<file path="src/wdhw_pkg.sv">
/*
  constants for the watchdog, halt and wake-up controller.
  assumes an 8-bit register port and one system clock.
*/
`default_nettype none
package wdhw_pkg;
  // register addresses
  localparam logic [7:0] WDOG_SET_ADDR = 8'h09;
  localparam logic [7:0] STATUS_ADDR   = 8'h0a;
  localparam logic [7:0] IRQ_CTRL_ADDR = 8'h0b;
  // irq_control fields
  localparam int GIE_BIT  = 0;
  localparam int PIE_BIT  = 1;
  localparam int TIE_BIT  = 2;
  localparam int EREQ_BIT = 4;
  localparam int TREQ_BIT = 5;
  // status fields
  localparam int SLEEP_BIT  = 4;
  localparam int EXPIRY_BIT = 5;
  // reset values
  localparam logic [7:0] IRQ_CTRL_RST = 8'h00;
  localparam logic [7:0] WDOG_SET_RST = 8'h07;
  // vectors
  localparam logic [7:0] PIN_VECTOR   = 8'h04;
  localparam logic [7:0] TIMER_VECTOR = 8'h08;
  // watchdog clock sources
  localparam logic [1:0] SRC_WDOG_OSC = 2'h0;
  localparam logic [1:0] SRC_RTC      = 2'h1;
  localparam logic [1:0] SRC_INSTR    = 2'h2;
  // divider widths
  localparam int BASE_BITS  = 8;
  localparam int SCALE_BITS = 7;
  localparam int CNT_BITS   = BASE_BITS + SCALE_BITS;
  localparam int INSTR_DIV  = 4;
  // start-up delay after wake-up, in system clock periods
  localparam int         SST_CYCLES = 1024;
  localparam logic [10:0] SST_LAST  = 11'(SST_CYCLES - 1);
  typedef enum logic [1:0] {
    ST_RUN    = 2'b00,
    ST_SLEEP  = 2'b01,
    ST_SETTLE = 2'b10
  } wdhw_state_e;
endpackage
`default_nettype wire

</file>
<file path="src/wdhw_ctrl.sv">
/*
  watchdog, interrupt latch, halt and wake-up controller.
  assumes a cpu core on sys_clk giving one-cycle strobes for its
  instructions, pins and slow clocks arriving unsynchronised.
*/
`timescale 1ns/100ps
`default_nettype none
module wdhw_ctrl (
  // clock and reset
  input  wire logic       sys_clk,
  input  wire logic       rst_n,
  // register port
  input  wire logic [7:0] regAddr,
  input  wire logic [7:0] regWrData,
  input  wire logic       regWrEn,
  input  wire logic       regRdEn,
  output logic      [7:0] regRdData,
  // configuration options
  input  wire logic       optWdogEnable,
  input  wire logic [1:0] optWdogSrc,
  input  wire logic       optDualClear,
  input  wire logic       optRcOsc,
  input  wire logic [7:0] optWakeMask,
  // cpu strobes
  input  wire logic       phaseTwoPulse,
  input  wire logic       stackFull,
  input  wire logic       clearWdogOp,
  input  wire logic       clearWdogFirst,
  input  wire logic       clearWdogSecond,
  input  wire logic       haltOp,
  input  wire logic       retiOp,
  input  wire logic       timerOverflow,
  // pins and slow clocks
  input  wire logic       extRstPin_n,
  input  wire logic       extIntPin_n,
  input  wire logic [7:0] portAPins,
  input  wire logic       wdogOscClk,
  input  wire logic       rtcClk,
  // results
  output logic            irqTake,
  output logic      [7:0] irqVector,
  output logic            chipReset,
  output logic            warmReset,
  output logic            cpuHold,
  output logic            resumeGo,
  output logic            sysOscEnable,
  output logic            clkDivOutPin,
  output logic            sleepFlag,
  output logic            expiryFlag
);
  //////////////////////////////////////////////////////////////////
  function automatic logic [14:0] wdLimit(input logic [2:0] scale);
    wdLimit = 15'((32'd256 << scale) - 32'd1);
  endfunction

  //////////////////////////////////////////////////////////////////
  // pin synchronisers
  logic [11:0] syncA_reg;
  logic [11:0] syncB_reg;
  logic [11:0] syncC_reg;

  always_ff @(posedge sys_clk) begin
    syncA_reg <= {rtcClk, wdogOscClk, portAPins, extIntPin_n, extRstPin_n};
    syncB_reg <= syncA_reg;
    syncC_reg <= syncB_reg;
  end

  logic       pinRst;
  logic       intFall;
  logic [7:0] portFall;
  logic       oscRise;
  logic       rtcRise;

  assign pinRst   = ~syncB_reg[0];
  assign intFall  = syncC_reg[1] & ~syncB_reg[1];
  assign portFall = syncC_reg[9:2] & ~syncB_reg[9:2];
  assign oscRise  = syncB_reg[10] & ~syncC_reg[10];
  assign rtcRise  = syncB_reg[11] & ~syncC_reg[11];

  //////////////////////////////////////////////////////////////////
  // state
  wdhw_pkg::wdhw_state_e state_reg;
  wdhw_pkg::wdhw_state_e state_next;
  logic [7:0]  intCtrl_reg;
  logic [7:0]  wdogSet_reg;
  logic [14:0] wdCnt_reg;
  logic [1:0]  instrDiv_reg;
  logic [10:0] sstCnt_reg;
  logic [1:0]  wakeBlock_reg;
  logic        firstSeen_reg;
  logic        secondSeen_reg;

  logic asleep;
  logic instrTick;
  logic wdTick;
  logic wdOverflow;
  logic wdClear;
  logic clearDone;
  logic serveOk;
  logic servePin;
  logic wdHalt;
  logic intWake;
  logic portWake;
  logic anyWake;

  assign asleep = (state_reg == wdhw_pkg::ST_SLEEP);
  assign wdHalt = haltOp & (state_reg == wdhw_pkg::ST_RUN);

  //////////////////////////////////////////////////////////////////
  // instruction clock and divided clock output
  // divider held at zero in power-down
  always_ff @(posedge sys_clk) begin
    if (!rst_n || asleep) begin
      instrDiv_reg <= 2'h0;
    end else begin
      instrDiv_reg <= instrDiv_reg + 2'h1;
    end
  end
  assign instrTick = (instrDiv_reg == 2'(wdhw_pkg::INSTR_DIV - 1));

  // system clock divided by four when rc option chosen
  always_ff @(posedge sys_clk) begin
    if (!rst_n) begin
      clkDivOutPin <= 1'b0;
    end else begin
      clkDivOutPin <= optRcOsc & ~asleep & instrDiv_reg[1];
    end
  end

  always_ff @(posedge sys_clk) begin
    if (!rst_n) begin
      sysOscEnable <= 1'b1;
    end else begin
      sysOscEnable <= (state_next != wdhw_pkg::ST_SLEEP);
    end
  end

  //////////////////////////////////////////////////////////////////
  // watchdog clock choice
  always_comb begin
    unique case (optWdogSrc)
      wdhw_pkg::SRC_WDOG_OSC: wdTick = oscRise;
      wdhw_pkg::SRC_RTC:      wdTick = rtcRise;
      wdhw_pkg::SRC_INSTR:    wdTick = instrTick & ~asleep;
      default:                wdTick = 1'b0;
    endcase
  end

  // dual clear scheme needs both ops
  always_ff @(posedge sys_clk) begin
    if (!rst_n || pinRst || clearDone || wdOverflow) begin
      firstSeen_reg  <= 1'b0;
      secondSeen_reg <= 1'b0;
    end else begin
      firstSeen_reg  <= firstSeen_reg | clearWdogFirst;
      secondSeen_reg <= secondSeen_reg | clearWdogSecond;
    end
  end

  // clear ops ignored when the watchdog is disabled
  assign clearDone = optWdogEnable & (optDualClear
                   ? ((firstSeen_reg | clearWdogFirst) & (secondSeen_reg | clearWdogSecond))
                   : clearWdogOp);

  // pin reset, clear op or halt clears the 15-bit counter; instrDiv_reg is not cleared
  assign wdClear = pinRst | clearDone | wdHalt;

  assign wdOverflow = optWdogEnable & wdTick & ~pinRst
                    & (wdCnt_reg == wdLimit(wdogSet_reg[2:0]));

  // counter restarts from zero after halt entry
  always_ff @(posedge sys_clk) begin
    if (!rst_n || wdClear || wdOverflow || !optWdogEnable) begin
      wdCnt_reg <= 15'h0000;
    end else if (wdTick && state_reg != wdhw_pkg::ST_SETTLE) begin
      wdCnt_reg <= wdCnt_reg + 15'h0001;
    end
  end

  //////////////////////////////////////////////////////////////////
  // halt, wake and start-up delay
  assign portWake = |(portFall & optWakeMask);
  // flags pending at halt entry cannot wake
  assign intWake = (intFall & ~wakeBlock_reg[0])
                 | (timerOverflow & ~wakeBlock_reg[1]);
  assign anyWake = pinRst | intWake | portWake | wdOverflow;

  always_comb begin
    state_next = state_reg;
    unique case (state_reg)
      wdhw_pkg::ST_RUN: begin
        if (wdOverflow) begin
          state_next = wdhw_pkg::ST_SETTLE;
        end else if (haltOp) begin
          state_next = wdhw_pkg::ST_SLEEP;
        end
      end
      wdhw_pkg::ST_SLEEP: begin
        if (anyWake) begin
          state_next = wdhw_pkg::ST_SETTLE;
        end
      end
      wdhw_pkg::ST_SETTLE: begin
        if (sstCnt_reg == wdhw_pkg::SST_LAST) begin
          state_next = wdhw_pkg::ST_RUN;
        end
      end
      default: state_next = wdhw_pkg::ST_RUN;
    endcase
  end

  always_ff @(posedge sys_clk) begin
    if (!rst_n) begin
      state_reg <= wdhw_pkg::ST_RUN;
    end else begin
      state_reg <= state_next;
    end
  end

  // dummy delay of 1024 system clock periods
  always_ff @(posedge sys_clk) begin
    if (!rst_n || state_reg != wdhw_pkg::ST_SETTLE) begin
      sstCnt_reg <= 11'h000;
    end else begin
      sstCnt_reg <= sstCnt_reg + 11'h001;
    end
  end

  // resume strobe; the core continues at the next instruction
  always_ff @(posedge sys_clk) begin
    if (!rst_n) begin
      cpuHold  <= 1'b0;
      resumeGo <= 1'b0;
    end else begin
      cpuHold  <= (state_next != wdhw_pkg::ST_RUN);
      resumeGo <= (state_reg == wdhw_pkg::ST_SETTLE)
                & (state_next == wdhw_pkg::ST_RUN);
    end
  end

  always_ff @(posedge sys_clk) begin
    if (!rst_n) begin
      wakeBlock_reg <= 2'h0;
    end else if (wdHalt) begin
      wakeBlock_reg <= {intCtrl_reg[wdhw_pkg::TREQ_BIT],
                        intCtrl_reg[wdhw_pkg::EREQ_BIT]};
    end
  end

  // chip reset on pin reset or on overflow when not asleep, warm reset on overflow when asleep
  always_ff @(posedge sys_clk) begin
    if (!rst_n) begin
      chipReset <= 1'b0;
      warmReset <= 1'b0;
    end else begin
      chipReset <= (wdOverflow & ~asleep) | pinRst;
      warmReset <= wdOverflow & asleep;
    end
  end

  //////////////////////////////////////////////////////////////////
  // status flags
  always_ff @(posedge sys_clk) begin
    if (!rst_n) begin
      sleepFlag  <= 1'b0;
      expiryFlag <= 1'b0;
    end else if (wdOverflow) begin
      // expiry on overflow; sleep flag kept
      expiryFlag <= 1'b1;
    end else if (wdHalt) begin
      // halt sets sleep and clears expiry
      sleepFlag  <= 1'b1;
      expiryFlag <= 1'b0;
    end else if (clearDone) begin
      sleepFlag  <= 1'b0;
      expiryFlag <= 1'b0;
    end
  end

  //////////////////////////////////////////////////////////////////
  // interrupt latch and arbitration
  // decided only on the phase-two pulse
  assign serveOk = phaseTwoPulse & (state_reg == wdhw_pkg::ST_RUN) & ~stackFull
                 & intCtrl_reg[wdhw_pkg::GIE_BIT]
                 & ((intCtrl_reg[wdhw_pkg::PIE_BIT] & intCtrl_reg[wdhw_pkg::EREQ_BIT])
                  | (intCtrl_reg[wdhw_pkg::TIE_BIT] & intCtrl_reg[wdhw_pkg::TREQ_BIT]));
  assign servePin = intCtrl_reg[wdhw_pkg::PIE_BIT] & intCtrl_reg[wdhw_pkg::EREQ_BIT];

  always_ff @(posedge sys_clk) begin
    if (!rst_n) begin
      irqTake   <= 1'b0;
      irqVector <= 8'h00;
    end else begin
      irqTake <= serveOk;
      if (serveOk) begin
        irqVector <= servePin ? wdhw_pkg::PIN_VECTOR : wdhw_pkg::TIMER_VECTOR;
      end
    end
  end

  logic       ctrlWr;
  logic [7:0] ctrlBase;

  assign ctrlWr = regWrEn & (regAddr == wdhw_pkg::IRQ_CTRL_ADDR);

  always_comb begin
    ctrlBase = ctrlWr ? regWrData : intCtrl_reg;
    if (serveOk) begin
      ctrlBase[wdhw_pkg::GIE_BIT] = 1'b0;
      if (servePin) begin
        ctrlBase[wdhw_pkg::EREQ_BIT] = 1'b0;
      end else begin
        ctrlBase[wdhw_pkg::TREQ_BIT] = 1'b0;
      end
    end
    if (retiOp) begin
      ctrlBase[wdhw_pkg::GIE_BIT] = 1'b1;
    end
    // flags held; a new request wins over a write or service clear, not over chip reset
    ctrlBase[wdhw_pkg::EREQ_BIT] = ctrlBase[wdhw_pkg::EREQ_BIT] | intFall;
    ctrlBase[wdhw_pkg::TREQ_BIT] = ctrlBase[wdhw_pkg::TREQ_BIT] | timerOverflow;
    ctrlBase[3] = 1'b0;
    ctrlBase[7:6] = 2'h0;
  end

  always_ff @(posedge sys_clk) begin
    if (!rst_n || chipReset) begin
      intCtrl_reg <= wdhw_pkg::IRQ_CTRL_RST;
    end else begin
      intCtrl_reg <= ctrlBase;
    end
  end

  //////////////////////////////////////////////////////////////////
  // watchdog setting register
  // upper bits are plain storage
  always_ff @(posedge sys_clk) begin
    if (!rst_n || chipReset) begin
      wdogSet_reg <= wdhw_pkg::WDOG_SET_RST;
    end else if (regWrEn && regAddr == wdhw_pkg::WDOG_SET_ADDR) begin
      wdogSet_reg <= regWrData;
    end
  end

  //////////////////////////////////////////////////////////////////
  // read port
  always_ff @(posedge sys_clk) begin
    if (!rst_n || !regRdEn) begin
      regRdData <= 8'h00;
    end else begin
      unique case (regAddr)
        wdhw_pkg::IRQ_CTRL_ADDR: regRdData <= intCtrl_reg;
        wdhw_pkg::WDOG_SET_ADDR: regRdData <= wdogSet_reg;
        wdhw_pkg::STATUS_ADDR: begin
          regRdData <= 8'h00;
          regRdData[wdhw_pkg::SLEEP_BIT]  <= sleepFlag;
          regRdData[wdhw_pkg::EXPIRY_BIT] <= expiryFlag;
        end
        default: regRdData <= 8'h00;
      endcase
    end
  end
endmodule // wdhw_ctrl
`default_nettype wire

</file>
<file path="config.mk">
export PLATFORM = sky130hd
export DESIGN_NAME = wdhw_ctrl
export DESIGN_NICKNAME = d
export VERILOG_FILES = /design/src/wdhw_pkg.sv /design/src/wdhw_ctrl.sv
export SDC_FILE = /design/constraint.sdc
export NUM_CORES = 1
export LEC_CHECK = 0
export ABC_AREA = 1
export ABC_CLOCK_PERIOD_IN_PS = 2040
export BUFFER_PORTS_ARGS = -buffer_cell sky130_fd_sc_hd__buf_2
export CAP_MARGIN = 20
export CORE_MARGIN = 5
export CORE_UTILIZATION = 35
export DETAILED_ROUTE_END_ITERATION = 16
export PLACE_DENSITY = 0.67
export RECOVER_POWER = 100
export SYNTH_ARGS = -nofsm -noshare
export SYNTH_HDL_FRONTEND = slang
export SYNTH_SLANG_ARGS = --single-unit
</file>
<file path="constraint.sdc">
create_clock -name sys_clk -period 2.04 [get_ports sys_clk]
set_clock_uncertainty 0.15 [all_clocks]
set_input_delay 0.306 -clock sys_clk [delete_from_list [all_inputs] [get_ports sys_clk]]
set_output_delay 0.306 -clock sys_clk [all_outputs]
set_load 0.01 [all_outputs]
</file>
==> results of run 1 <==
-- cell type report --
class                           count  area [um2]  share of cell area, %
Sequential cell                   101        2030                   38.9
Multi-Input combinational cell    323        1780                   34.1
Timing Repair Buffer               99         602                   11.5
Inverter                           80         300                   5.76
Clock buffer                        9         225                   4.32
Tap cell                          143         179                   3.43
Clock inverter                      7         100                   1.92
-- logic make-up (layout without fill, tap and decap cells) --
logic type / Yosys count / in the layout / synth area share, %
compound gates: 54 / 54 / 7.54
xor+xnor: 15 / 15 / 3.19
fa+ha+maj: 4 / 4 / 1.22
buf+inv: 90 / 195 / 9.45
flops: 101 / 101 / 49.1
other cells: 1 / 6 / 0.0911
simple gates: 244 / 244 / 29.4
-- synthesized netlist by cell type --
master / count
sky130_fd_sc_hd__o21ai_0: 14
sky130_fd_sc_hd__or2_1: 1
sky130_fd_sc_hd__nor2_4: 13
sky130_fd_sc_hd__a31oi_1: 1
sky130_fd_sc_hd__inv_1: 76
sky130_fd_sc_hd__a211oi_1: 3
sky130_fd_sc_hd__o211ai_1: 8
sky130_fd_sc_hd__o22ai_1: 1
sky130_fd_sc_hd__o2111ai_1: 1
sky130_fd_sc_hd__ha_1: 4
sky130_fd_sc_hd__or2_2: 1
sky130_fd_sc_hd__buf_2: 1
sky130_fd_sc_hd__nor3b_1: 1
sky130_fd_sc_hd__nand2_4: 1
sky130_fd_sc_hd__nand3_2: 2
sky130_fd_sc_hd__xnor2_1: 2
sky130_fd_sc_hd__o21ai_1: 1
sky130_fd_sc_hd__nand3_1: 24
sky130_fd_sc_hd__a21oi_2: 1
sky130_fd_sc_hd__nand2_1: 100
sky130_fd_sc_hd__nor2_1: 59
sky130_fd_sc_hd__nand3b_1: 9
sky130_fd_sc_hd__nand2_2: 7
sky130_fd_sc_hd__buf_6: 1
sky130_fd_sc_hd__nand4_2: 1
sky130_fd_sc_hd__nor3_1: 12
sky130_fd_sc_hd__nand4_4: 2
sky130_fd_sc_hd__inv_2: 4
sky130_fd_sc_hd__conb_1: 1
sky130_fd_sc_hd__dfxtp_1: 101
sky130_fd_sc_hd__nor2_2: 3
sky130_fd_sc_hd__buf_4: 7
sky130_fd_sc_hd__o21a_1: 1
sky130_fd_sc_hd__nand4_1: 8
sky130_fd_sc_hd__xor2_1: 13
sky130_fd_sc_hd__a21oi_1: 23
sky130_fd_sc_hd__buf_12: 1
-- stage by stage --
stage	hold WS [ns]	power (mW)	std cells	instance area, um2
after floorplan	0.160	2.23	514	4140
after global placement	0.161	2.32	732	4700
after detailed placement	0.162	2.32	732	4700
after CTS	0.0290	4.14	760	5160
after global routing	0.0320	4.27	762	5220
final	0.0328	4.10	762	5220
-- worst max-delay path, stage by stage, from the launching register on --
cell                      delay (ns)
sky130_fd_sc_hd__dfxtp_4        0.36
sky130_fd_sc_hd__nor2_4         0.11
sky130_fd_sc_hd__nand2_2        0.08
sky130_fd_sc_hd__ha_4           0.28
sky130_fd_sc_hd__nor2_2         0.04
sky130_fd_sc_hd__nor2_4         0.13
sky130_fd_sc_hd__nand3_2        0.07
sky130_fd_sc_hd__nor2_1         0.10
sky130_fd_sc_hd__nand2_1        0.07
sky130_fd_sc_hd__nor2_2         0.14
sky130_fd_sc_hd__nand2_2        0.12
sky130_fd_sc_hd__nand2_2        0.11
sky130_fd_sc_hd__nand2_2        0.05
sky130_fd_sc_hd__nand2_2        0.07
sky130_fd_sc_hd__nand2_1        0.05
-- routing by layer --
layer / track usage, % / vias to the layer above / routed length [um]
met5: 0 / - / 0
met4: 4.04 / 0 / 144
met3: 3.25 / 12 / 444
met2: 22.5 / 76 / 4530
met1: 15.5 / 1605 / 3950
li1: - / 1802 / -
-- power breakdown --
part | switching [mW] | internal, mW | leakage [nW]
combinational | 0.133 | 0.107 | 1.18
clock | 0.806 | 0.994 | 0.158
sequential | 0.0274 | 2.03 | 0.830
total | 0.967 | 3.13 | 2.16
-- how the worst max path moves through the flow --
stage                                            to  slack, ns  cells after the start
after floorplan           wdCnt_reg[7]$_SDFFE_PP0P_      -0.01                     13
after global placement    wdCnt_reg[7]$_SDFFE_PP0P_       0.03                     12
after detailed placement  wdCnt_reg[7]$_SDFFE_PP0P_      -0.05                     12
after CTS                        cpuHold$_SDFF_PN0_    -0.0005                     15
after global routing             cpuHold$_SDFF_PN0_      -0.15                     16
final                            cpuHold$_SDFF_PN0_     -0.008                     14
-- timing repair --
action / in CTS / in global routing
gates resized for setup: 4 / 18
pin swaps: 1 / 17
gates cloned: 0 / 1
setup endpoints to repair: 19 / 23
hold buffers: 12 / 0
hold endpoints to repair: 12 / 0
setup buffers: 0 / 1
==> metrics.txt, run 1 <==
# TYPE chip_impl_metric gauge
chip_impl_info{name="r2r-start",value="wdogSet_reg[1]$_SDFFE_PP1P_"} 1
chip_impl_metric{name="globalplace.congestion",unit=""} 0.889
chip_impl_metric{name="final_core_utilization",unit="%"} 45.5
chip_impl_metric{name="wp_data_arrival",unit="ns"} 2.12
chip_impl_metric{name="numClockSinks",unit=""} 101
chip_impl_metric{name="vdd.ir_drop.worst",unit="mV"} 0.511
chip_impl_info{name="clock_tree.root_cell",value="sky130_fd_sc_hd__clkbuf_16"} 1
chip_impl_metric{name="report.final.setup_viol",unit=""} 1
chip_impl_metric{name="grt_antenna_before_repair",unit=""} 0
chip_impl_metric{name="fp.dieH",unit="um"} 118
chip_impl_metric{name="placementRows",unit=""} 39
chip_impl_metric{name="grt_first_pass_wirelength",unit="um"} 15200
chip_impl_metric{name="detailroute.via_count",unit=""} 3495
chip_impl_metric{name="minimum_clock_period_after_layout",unit="ns"} 2.05
chip_impl_metric{name="netlist-cell-type-count",unit=""} 37
chip_impl_info{name="hold_start",value="regWrData[6]"} 1
chip_impl_info{name="hold_end",value="wdogSet_reg[6]$_SDFFE_PP0P_"} 1
chip_impl_metric{name="final.setup.worst_slack",unit="ns"} -0.00756
chip_impl_metric{name="final_antenna_net_count",unit=""} 0
chip_impl_metric{name="clk-insertion-delay-late",unit="ns"} 0.34
chip_impl_metric{name="grt_util_all_layers",unit="%"} 12.9
chip_impl_metric{name="p_leak",unit="nW"} 2.16
chip_impl_metric{name="dp_slack",unit="ns"} -0.0513
chip_impl_metric{name="htree_num_levels",unit=""} 3
chip_impl_metric{name="vias_in_the_first_global_route",unit=""} 3401
chip_impl_metric{name="synth-seq-cells",unit=""} 101
chip_impl_metric{name="post-route-drc-count",unit=""} 0
chip_impl_info{name="cts_tree",value="done"} 1
chip_impl_info{name="start_kind",value="flop"} 1
chip_impl_metric{name="netlist_instances",unit=""} 509
chip_impl_metric{name="overflow",unit=""} 0
chip_impl_info{name="synthTopCellsByArea",value="sky130_fd_sc_hd__dfxtp_1, sky130_fd_sc_hd__nand2_1, sky130_fd_sc_hd__inv_1, sky130_fd_sc_hd__nor2_1, sky130_fd_sc_hd__nor2_4"} 1
chip_impl_metric{name="r2r.worst_path.cells",unit=""} 14
chip_impl_metric{name="area_growth",unit="%"} 26.7
chip_impl_info{name="setup.worst_path.end_class",value="flop"} 1
chip_impl_metric{name="syn_area_per_cell",unit="um2"} 8.09
chip_impl_metric{name="maxClockFrequency",unit="MHz"} 488
chip_impl_info{name="layout.cells.most_common_list",value="sky130_fd_sc_hd__dfxtp_1, sky130_fd_sc_hd__nand2_1, sky130_fd_sc_hd__inv_1"} 1
chip_impl_metric{name="hpwlAfterDp",unit="um"} 6980
chip_impl_metric{name="ff2ff_setup_slack",unit="ns"} -0.008
chip_impl_metric{name="route.detailed.wl_per_inst",unit="um"} 11.9
chip_impl_metric{name="max-clock-path-buffers",unit=""} 2
chip_impl_info{name="worst_reg2reg_path_endpoint",value="cpuHold$_SDFF_PN0_"} 1
chip_impl_metric{name="final-hold-violation-count",unit=""} 0
chip_impl_metric{name="n_fill_cell",unit=""} 1085
chip_impl_metric{name="synthesis.area",unit="um2"} 4120
chip_impl_info{name="violated_checks",value="setup timing"} 1
chip_impl_metric{name="postRouteWirelength",unit="um"} 9070
chip_impl_metric{name="ios",unit=""} 78
chip_impl_metric{name="first_pass_iters",unit=""} 4
chip_impl_metric{name="yosysTopAreaCellShare",unit="%"} 49.1
chip_impl_metric{name="period_share",unit="%"} 100
chip_impl_metric{name="cp_max_fo",unit=""} 6
chip_impl_metric{name="timing.setup.tns",unit="ns"} -0.00756
chip_impl_info{name="hold_path.class",value="primary input to flop"} 1
chip_impl_metric{name="place.port_buffers",unit=""} 71
chip_impl_metric{name="design.die.area",unit="um2"} 14000
chip_impl_metric{name="maxSlewViolCount",unit=""} 0
chip_impl_metric{name="clkSlewWorstSetupHoldPaths",unit="ns"} 0.08
chip_impl_info{name="crit_type",value="flop to flop"} 1
chip_impl_metric{name="n_antenna_cell",unit=""} 0
chip_impl_metric{name="cp_data_required_time",unit="ns"} 2.12
chip_impl_info{name="rsz_0062_raised_after_global_routing",value="yes"} 1
chip_impl_info{name="synth_top_area_cell",value="sky130_fd_sc_hd__dfxtp_1"} 1
chip_impl_metric{name="p_per_area",unit="nW/um2"} 786
chip_impl_metric{name="die_w",unit="um"} 118
chip_impl_metric{name="seq_total_area_yosys",unit="%"} 49.1
chip_impl_metric{name="tritoncts.num_buffers",unit=""} 9
chip_impl_metric{name="worst_hold_path.num_cells",unit=""} 3
chip_impl_metric{name="grt_start_max_net_pins",unit=""} 21
chip_impl_metric{name="dr.first_iter.drc_count",unit=""} 116
chip_impl_info{name="outcome",value="finished, violations left"} 1
chip_impl_metric{name="effective_utilization_at_floorplan",unit="%"} 35.9
chip_impl_metric{name="vias_per_cell",unit=""} 4.59
chip_impl_metric{name="largest_register_ffs",unit=""} 15
chip_impl_info{name="worstSetupStartpoint",value="wdogSet_reg[1]$_SDFFE_PP1P_"} 1
chip_impl_metric{name="cap_violations",unit=""} 0
chip_impl_metric{name="nNetsFinal",unit=""} 671
chip_impl_metric{name="layout-drive-gt1-share",unit="%"} 21.8
chip_impl_metric{name="coreArea",unit="um2"} 11500
chip_impl_metric{name="synthesis.yosys.warnings",unit=""} 0
chip_impl_info{name="most_frequent_standard_cell_in_the_layout_excluding_fill_and_tap_cells",value="sky130_fd_sc_hd__dfxtp_1"} 1
Power figures use the tool's default switching activity.
==> inputs of run 2 (changes only) <==
--- a/config.mk
+++ b/config.mk
@@ -8,12 +8,13 @@
 export ABC_AREA = 1
 export ABC_CLOCK_PERIOD_IN_PS = 2040
 export BUFFER_PORTS_ARGS = -buffer_cell sky130_fd_sc_hd__buf_2
-export CAP_MARGIN = 20
+export CAP_MARGIN = 0
 export CORE_MARGIN = 5
 export CORE_UTILIZATION = 35
 export DETAILED_ROUTE_END_ITERATION = 16
-export PLACE_DENSITY = 0.67
+export PLACE_DENSITY = 0.66
 export RECOVER_POWER = 100
+export SKIP_CTS_REPAIR_TIMING = 1
 export SYNTH_ARGS = -nofsm -noshare
 export SYNTH_HDL_FRONTEND = slang
 export SYNTH_SLANG_ARGS = --single-unit
==> run 2 against run 1 <==
Against the previous run: die area stayed put; the flow now finishes without violations; sequential power hardly changed; critical path type unchanged; largest cell class unchanged; maximum frequency is 2.6% higher; first-iteration DRC count is 10% lower; highest routed layer unchanged.
==> metrics.txt, run 2 (same netlist as run 1, synthesis figures left out) <==
# TYPE chip_impl_metric gauge
chip_impl_metric{name="final-hold-violation-count",unit=""} 0
chip_impl_metric{name="switching_share",unit="%"} 23.2
chip_impl_metric{name="wp_data_arrival",unit="ns"} 2.08
chip_impl_metric{name="first_pass_iters",unit=""} 4
chip_impl_metric{name="final_core_utilization",unit="%"} 45.2
chip_impl_metric{name="postRouteWirelength",unit="um"} 9060
chip_impl_metric{name="clk-insertion-delay-late",unit="ns"} 0.34
chip_impl_metric{name="minimum_clock_period_after_layout",unit="ns"} 2.00
chip_impl_metric{name="n_antenna_cell",unit=""} 0
chip_impl_info{name="most_frequent_standard_cell_in_the_layout_excluding_fill_and_tap_cells",value="sky130_fd_sc_hd__dfxtp_1"} 1
chip_impl_metric{name="vias_in_the_first_global_route",unit=""} 3379
chip_impl_metric{name="cp_max_fo",unit=""} 5
chip_impl_metric{name="slowest_delay",unit="ns"} 0.37
chip_impl_metric{name="overflow",unit=""} 0
chip_impl_metric{name="route.detailed.wl_per_inst",unit="um"} 11.8
chip_impl_info{name="crit_type",value="flop to flop"} 1
chip_impl_metric{name="dr.first_iter.drc_count",unit=""} 104
chip_impl_metric{name="largest_register_ffs",unit=""} 15
chip_impl_metric{name="numClockSinks",unit=""} 101
chip_impl_metric{name="globalplace.congestion",unit=""} 0.839
chip_impl_metric{name="maxClockFrequency",unit="MHz"} 501
chip_impl_info{name="setup.worst_path.end_class",value="flop"} 1
chip_impl_metric{name="clock_power_share",unit="%"} 42.3
chip_impl_metric{name="p_leak",unit="nW"} 2.17
chip_impl_info{name="path_delay_family",value="simple AND/OR/NAND/NOR gates"} 1
chip_impl_info{name="hold_path.class",value="primary input to flop"} 1
chip_impl_info{name="layout.cells.most_common_list",value="sky130_fd_sc_hd__dfxtp_1, sky130_fd_sc_hd__nand2_1, sky130_fd_sc_hd__inv_1"} 1
chip_impl_metric{name="post-route-drc-count",unit=""} 0
chip_impl_metric{name="power_switching",unit="uW"} 923
chip_impl_metric{name="clkSlewWorstSetupHoldPaths",unit="ns"} 0.07
chip_impl_metric{name="p_per_area",unit="nW/um2"} 768
chip_impl_metric{name="max-clock-path-buffers",unit=""} 2
chip_impl_metric{name="detailroute.via_count",unit=""} 3469
chip_impl_metric{name="grt_util_all_layers",unit="%"} 13.0
chip_impl_metric{name="fp.dieH",unit="um"} 118
chip_impl_metric{name="tritoncts.num_buffers",unit=""} 9
chip_impl_metric{name="worst-path-buf-inv",unit=""} 0
chip_impl_metric{name="maxSlewViolCount",unit=""} 0
chip_impl_metric{name="place.port_buffers",unit=""} 71
chip_impl_metric{name="vdd.ir_drop.worst",unit="mV"} 0.603
chip_impl_metric{name="grt_antenna_before_repair",unit=""} 0
chip_impl_metric{name="hpwlAfterDp",unit="um"} 6990
chip_impl_metric{name="cp_data_required_time",unit="ns"} 2.13
chip_impl_metric{name="total_power",unit="mW"} 3.98
chip_impl_info{name="start_kind",value="flop"} 1
chip_impl_info{name="critPathSlowestCell",value="sky130_fd_sc_hd__dfxtp_4"} 1
chip_impl_metric{name="effective_utilization_at_floorplan",unit="%"} 35.9
chip_impl_metric{name="grt_start_max_net_pins",unit=""} 19
chip_impl_metric{name="nNetsFinal",unit=""} 674
chip_impl_metric{name="placementRows",unit=""} 39
chip_impl_metric{name="die_w",unit="um"} 118
chip_impl_metric{name="report.final.setup_viol",unit=""} 0
chip_impl_info{name="crit_path_frequent_cell",value="sky130_fd_sc_hd__nand2_2"} 1
chip_impl_metric{name="area_growth",unit="%"} 26.0
chip_impl_metric{name="cap_violations",unit=""} 0
chip_impl_metric{name="final_antenna_net_count",unit=""} 0
chip_impl_metric{name="seq_power_share",unit="%"} 51.7
chip_impl_metric{name="area_of_the_multi_input_gates",unit="um2"} 1760
chip_impl_metric{name="design.die.area",unit="um2"} 14000
chip_impl_info{name="cts_tree",value="done"} 1
chip_impl_metric{name="internal_power",unit="mW"} 3.06
chip_impl_info{name="clock_tree.root_cell",value="sky130_fd_sc_hd__clkbuf_16"} 1
chip_impl_info{name="timing.critical_path.cells",value="nor2_4 -> nand2_2 -> ha_4 -> nor2_2 -> nor2_2 -> nand3_1 -> nor2_1 -> nand2_1 -> nor2_2 -> nand2_2 -> nand2_2 -> nand2_2 -> nand2_2 -> nand2_1"} 1
chip_impl_metric{name="coreArea",unit="um2"} 11500
chip_impl_metric{name="grt_first_pass_wirelength",unit="um"} 15100
chip_impl_metric{name="vias_per_cell",unit=""} 4.53
chip_impl_metric{name="share_comb_of_total_power",unit="%"} 6.0
chip_impl_info{name="rsz_0062_raised_after_global_routing",value="yes"} 1
chip_impl_metric{name="ff2ff_setup_slack",unit="ns"} 0.04
chip_impl_metric{name="period_share",unit="%"} 97.8
chip_impl_metric{name="seqCellArea",unit="um2"} 2030
chip_impl_metric{name="ios",unit=""} 78
chip_impl_metric{name="htree_num_levels",unit=""} 3
chip_impl_metric{name="n_fill_cell",unit=""} 1089
chip_impl_metric{name="layout-drive-gt1-share",unit="%"} 21.4
chip_impl_info{name="outcome",value="complete, no violations"} 1
## run 2: tightest hold or removal path, stage by stage
cell and delay, ns:
sky130_fd_sc_hd__buf_2 0.10, sky130_fd_sc_hd__nand2_1 0.05, sky130_fd_sc_hd__nor2_1 0.04
## run 2: path summary, 6_finish.rpt
path | start | end | depth (start not counted)
setup / recovery | wdogSet_reg[1]$_SDFFE_PP1P_ | cpuHold$_SDFF_PN0_ | 14
hold / removal | optRcOsc | clkDivOutPin$_SDFF_PN0_ | 3
hold reg to reg | syncA_reg[3]$_DFF_P_ | syncB_reg[3]$_DFF_P_ | 0
setup reg to reg | wdogSet_reg[1]$_SDFFE_PP1P_ | cpuHold$_SDFF_PN0_ | 14
## run 2: metrics by stage
stage / TNS, ns / setup slack [ns] / hold WS [ns] / area, um2 / instances
finish: 0 / 0.0446 / 0.0370 / 5190 / 765
global route: -1.68 / -0.157 / 0.0430 / 5190 / 765
CTS: -0.767 / -0.0727 / -0.106 / 5020 / 749
detailed placement: -0.362 / -0.0447 / 0.162 / 4720 / 733
global placement: 0 / 0.0160 / 0.160 / 4720 / 733
floorplan: -0.0679 / -0.0132 / 0.160 / 4140 / 514
## run 2: per-layer routing
layer	GRT usage [%]	vias up	wire [um]
met3	2.48	10	332
met5	0	-	0
met1	16.2	1588	4110
met4	6.31	0	169
li1	-	1807	-
met2	21.6	64	4450
## run 2: final cells by class
class / count / area share (%)
flip-flops and latches: 101 / 39.1
clock buffers: 11 / 4.87
well taps: 143 / 3.45
multi-input cells: 323 / 33.9
repair buffers: 102 / 11.9
inverters: 80 / 5.79
clock inverters: 5 / 0.940
## run 2: power by group through the flow
| stage | Clock, mW | Sequential [mW] | Combinational (mW) |
|---|---|---|---|
| after floorplan | 0 | 2.10 | 0.123 |
| after global placement | 0 | 2.11 | 0.215 |
| after detailed placement | 0 | 2.11 | 0.219 |
| after CTS | 1.73 | 2.06 | 0.221 |
| after global routing | 1.81 | 2.06 | 0.270 |
| final | 1.69 | 2.06 | 0.238 |
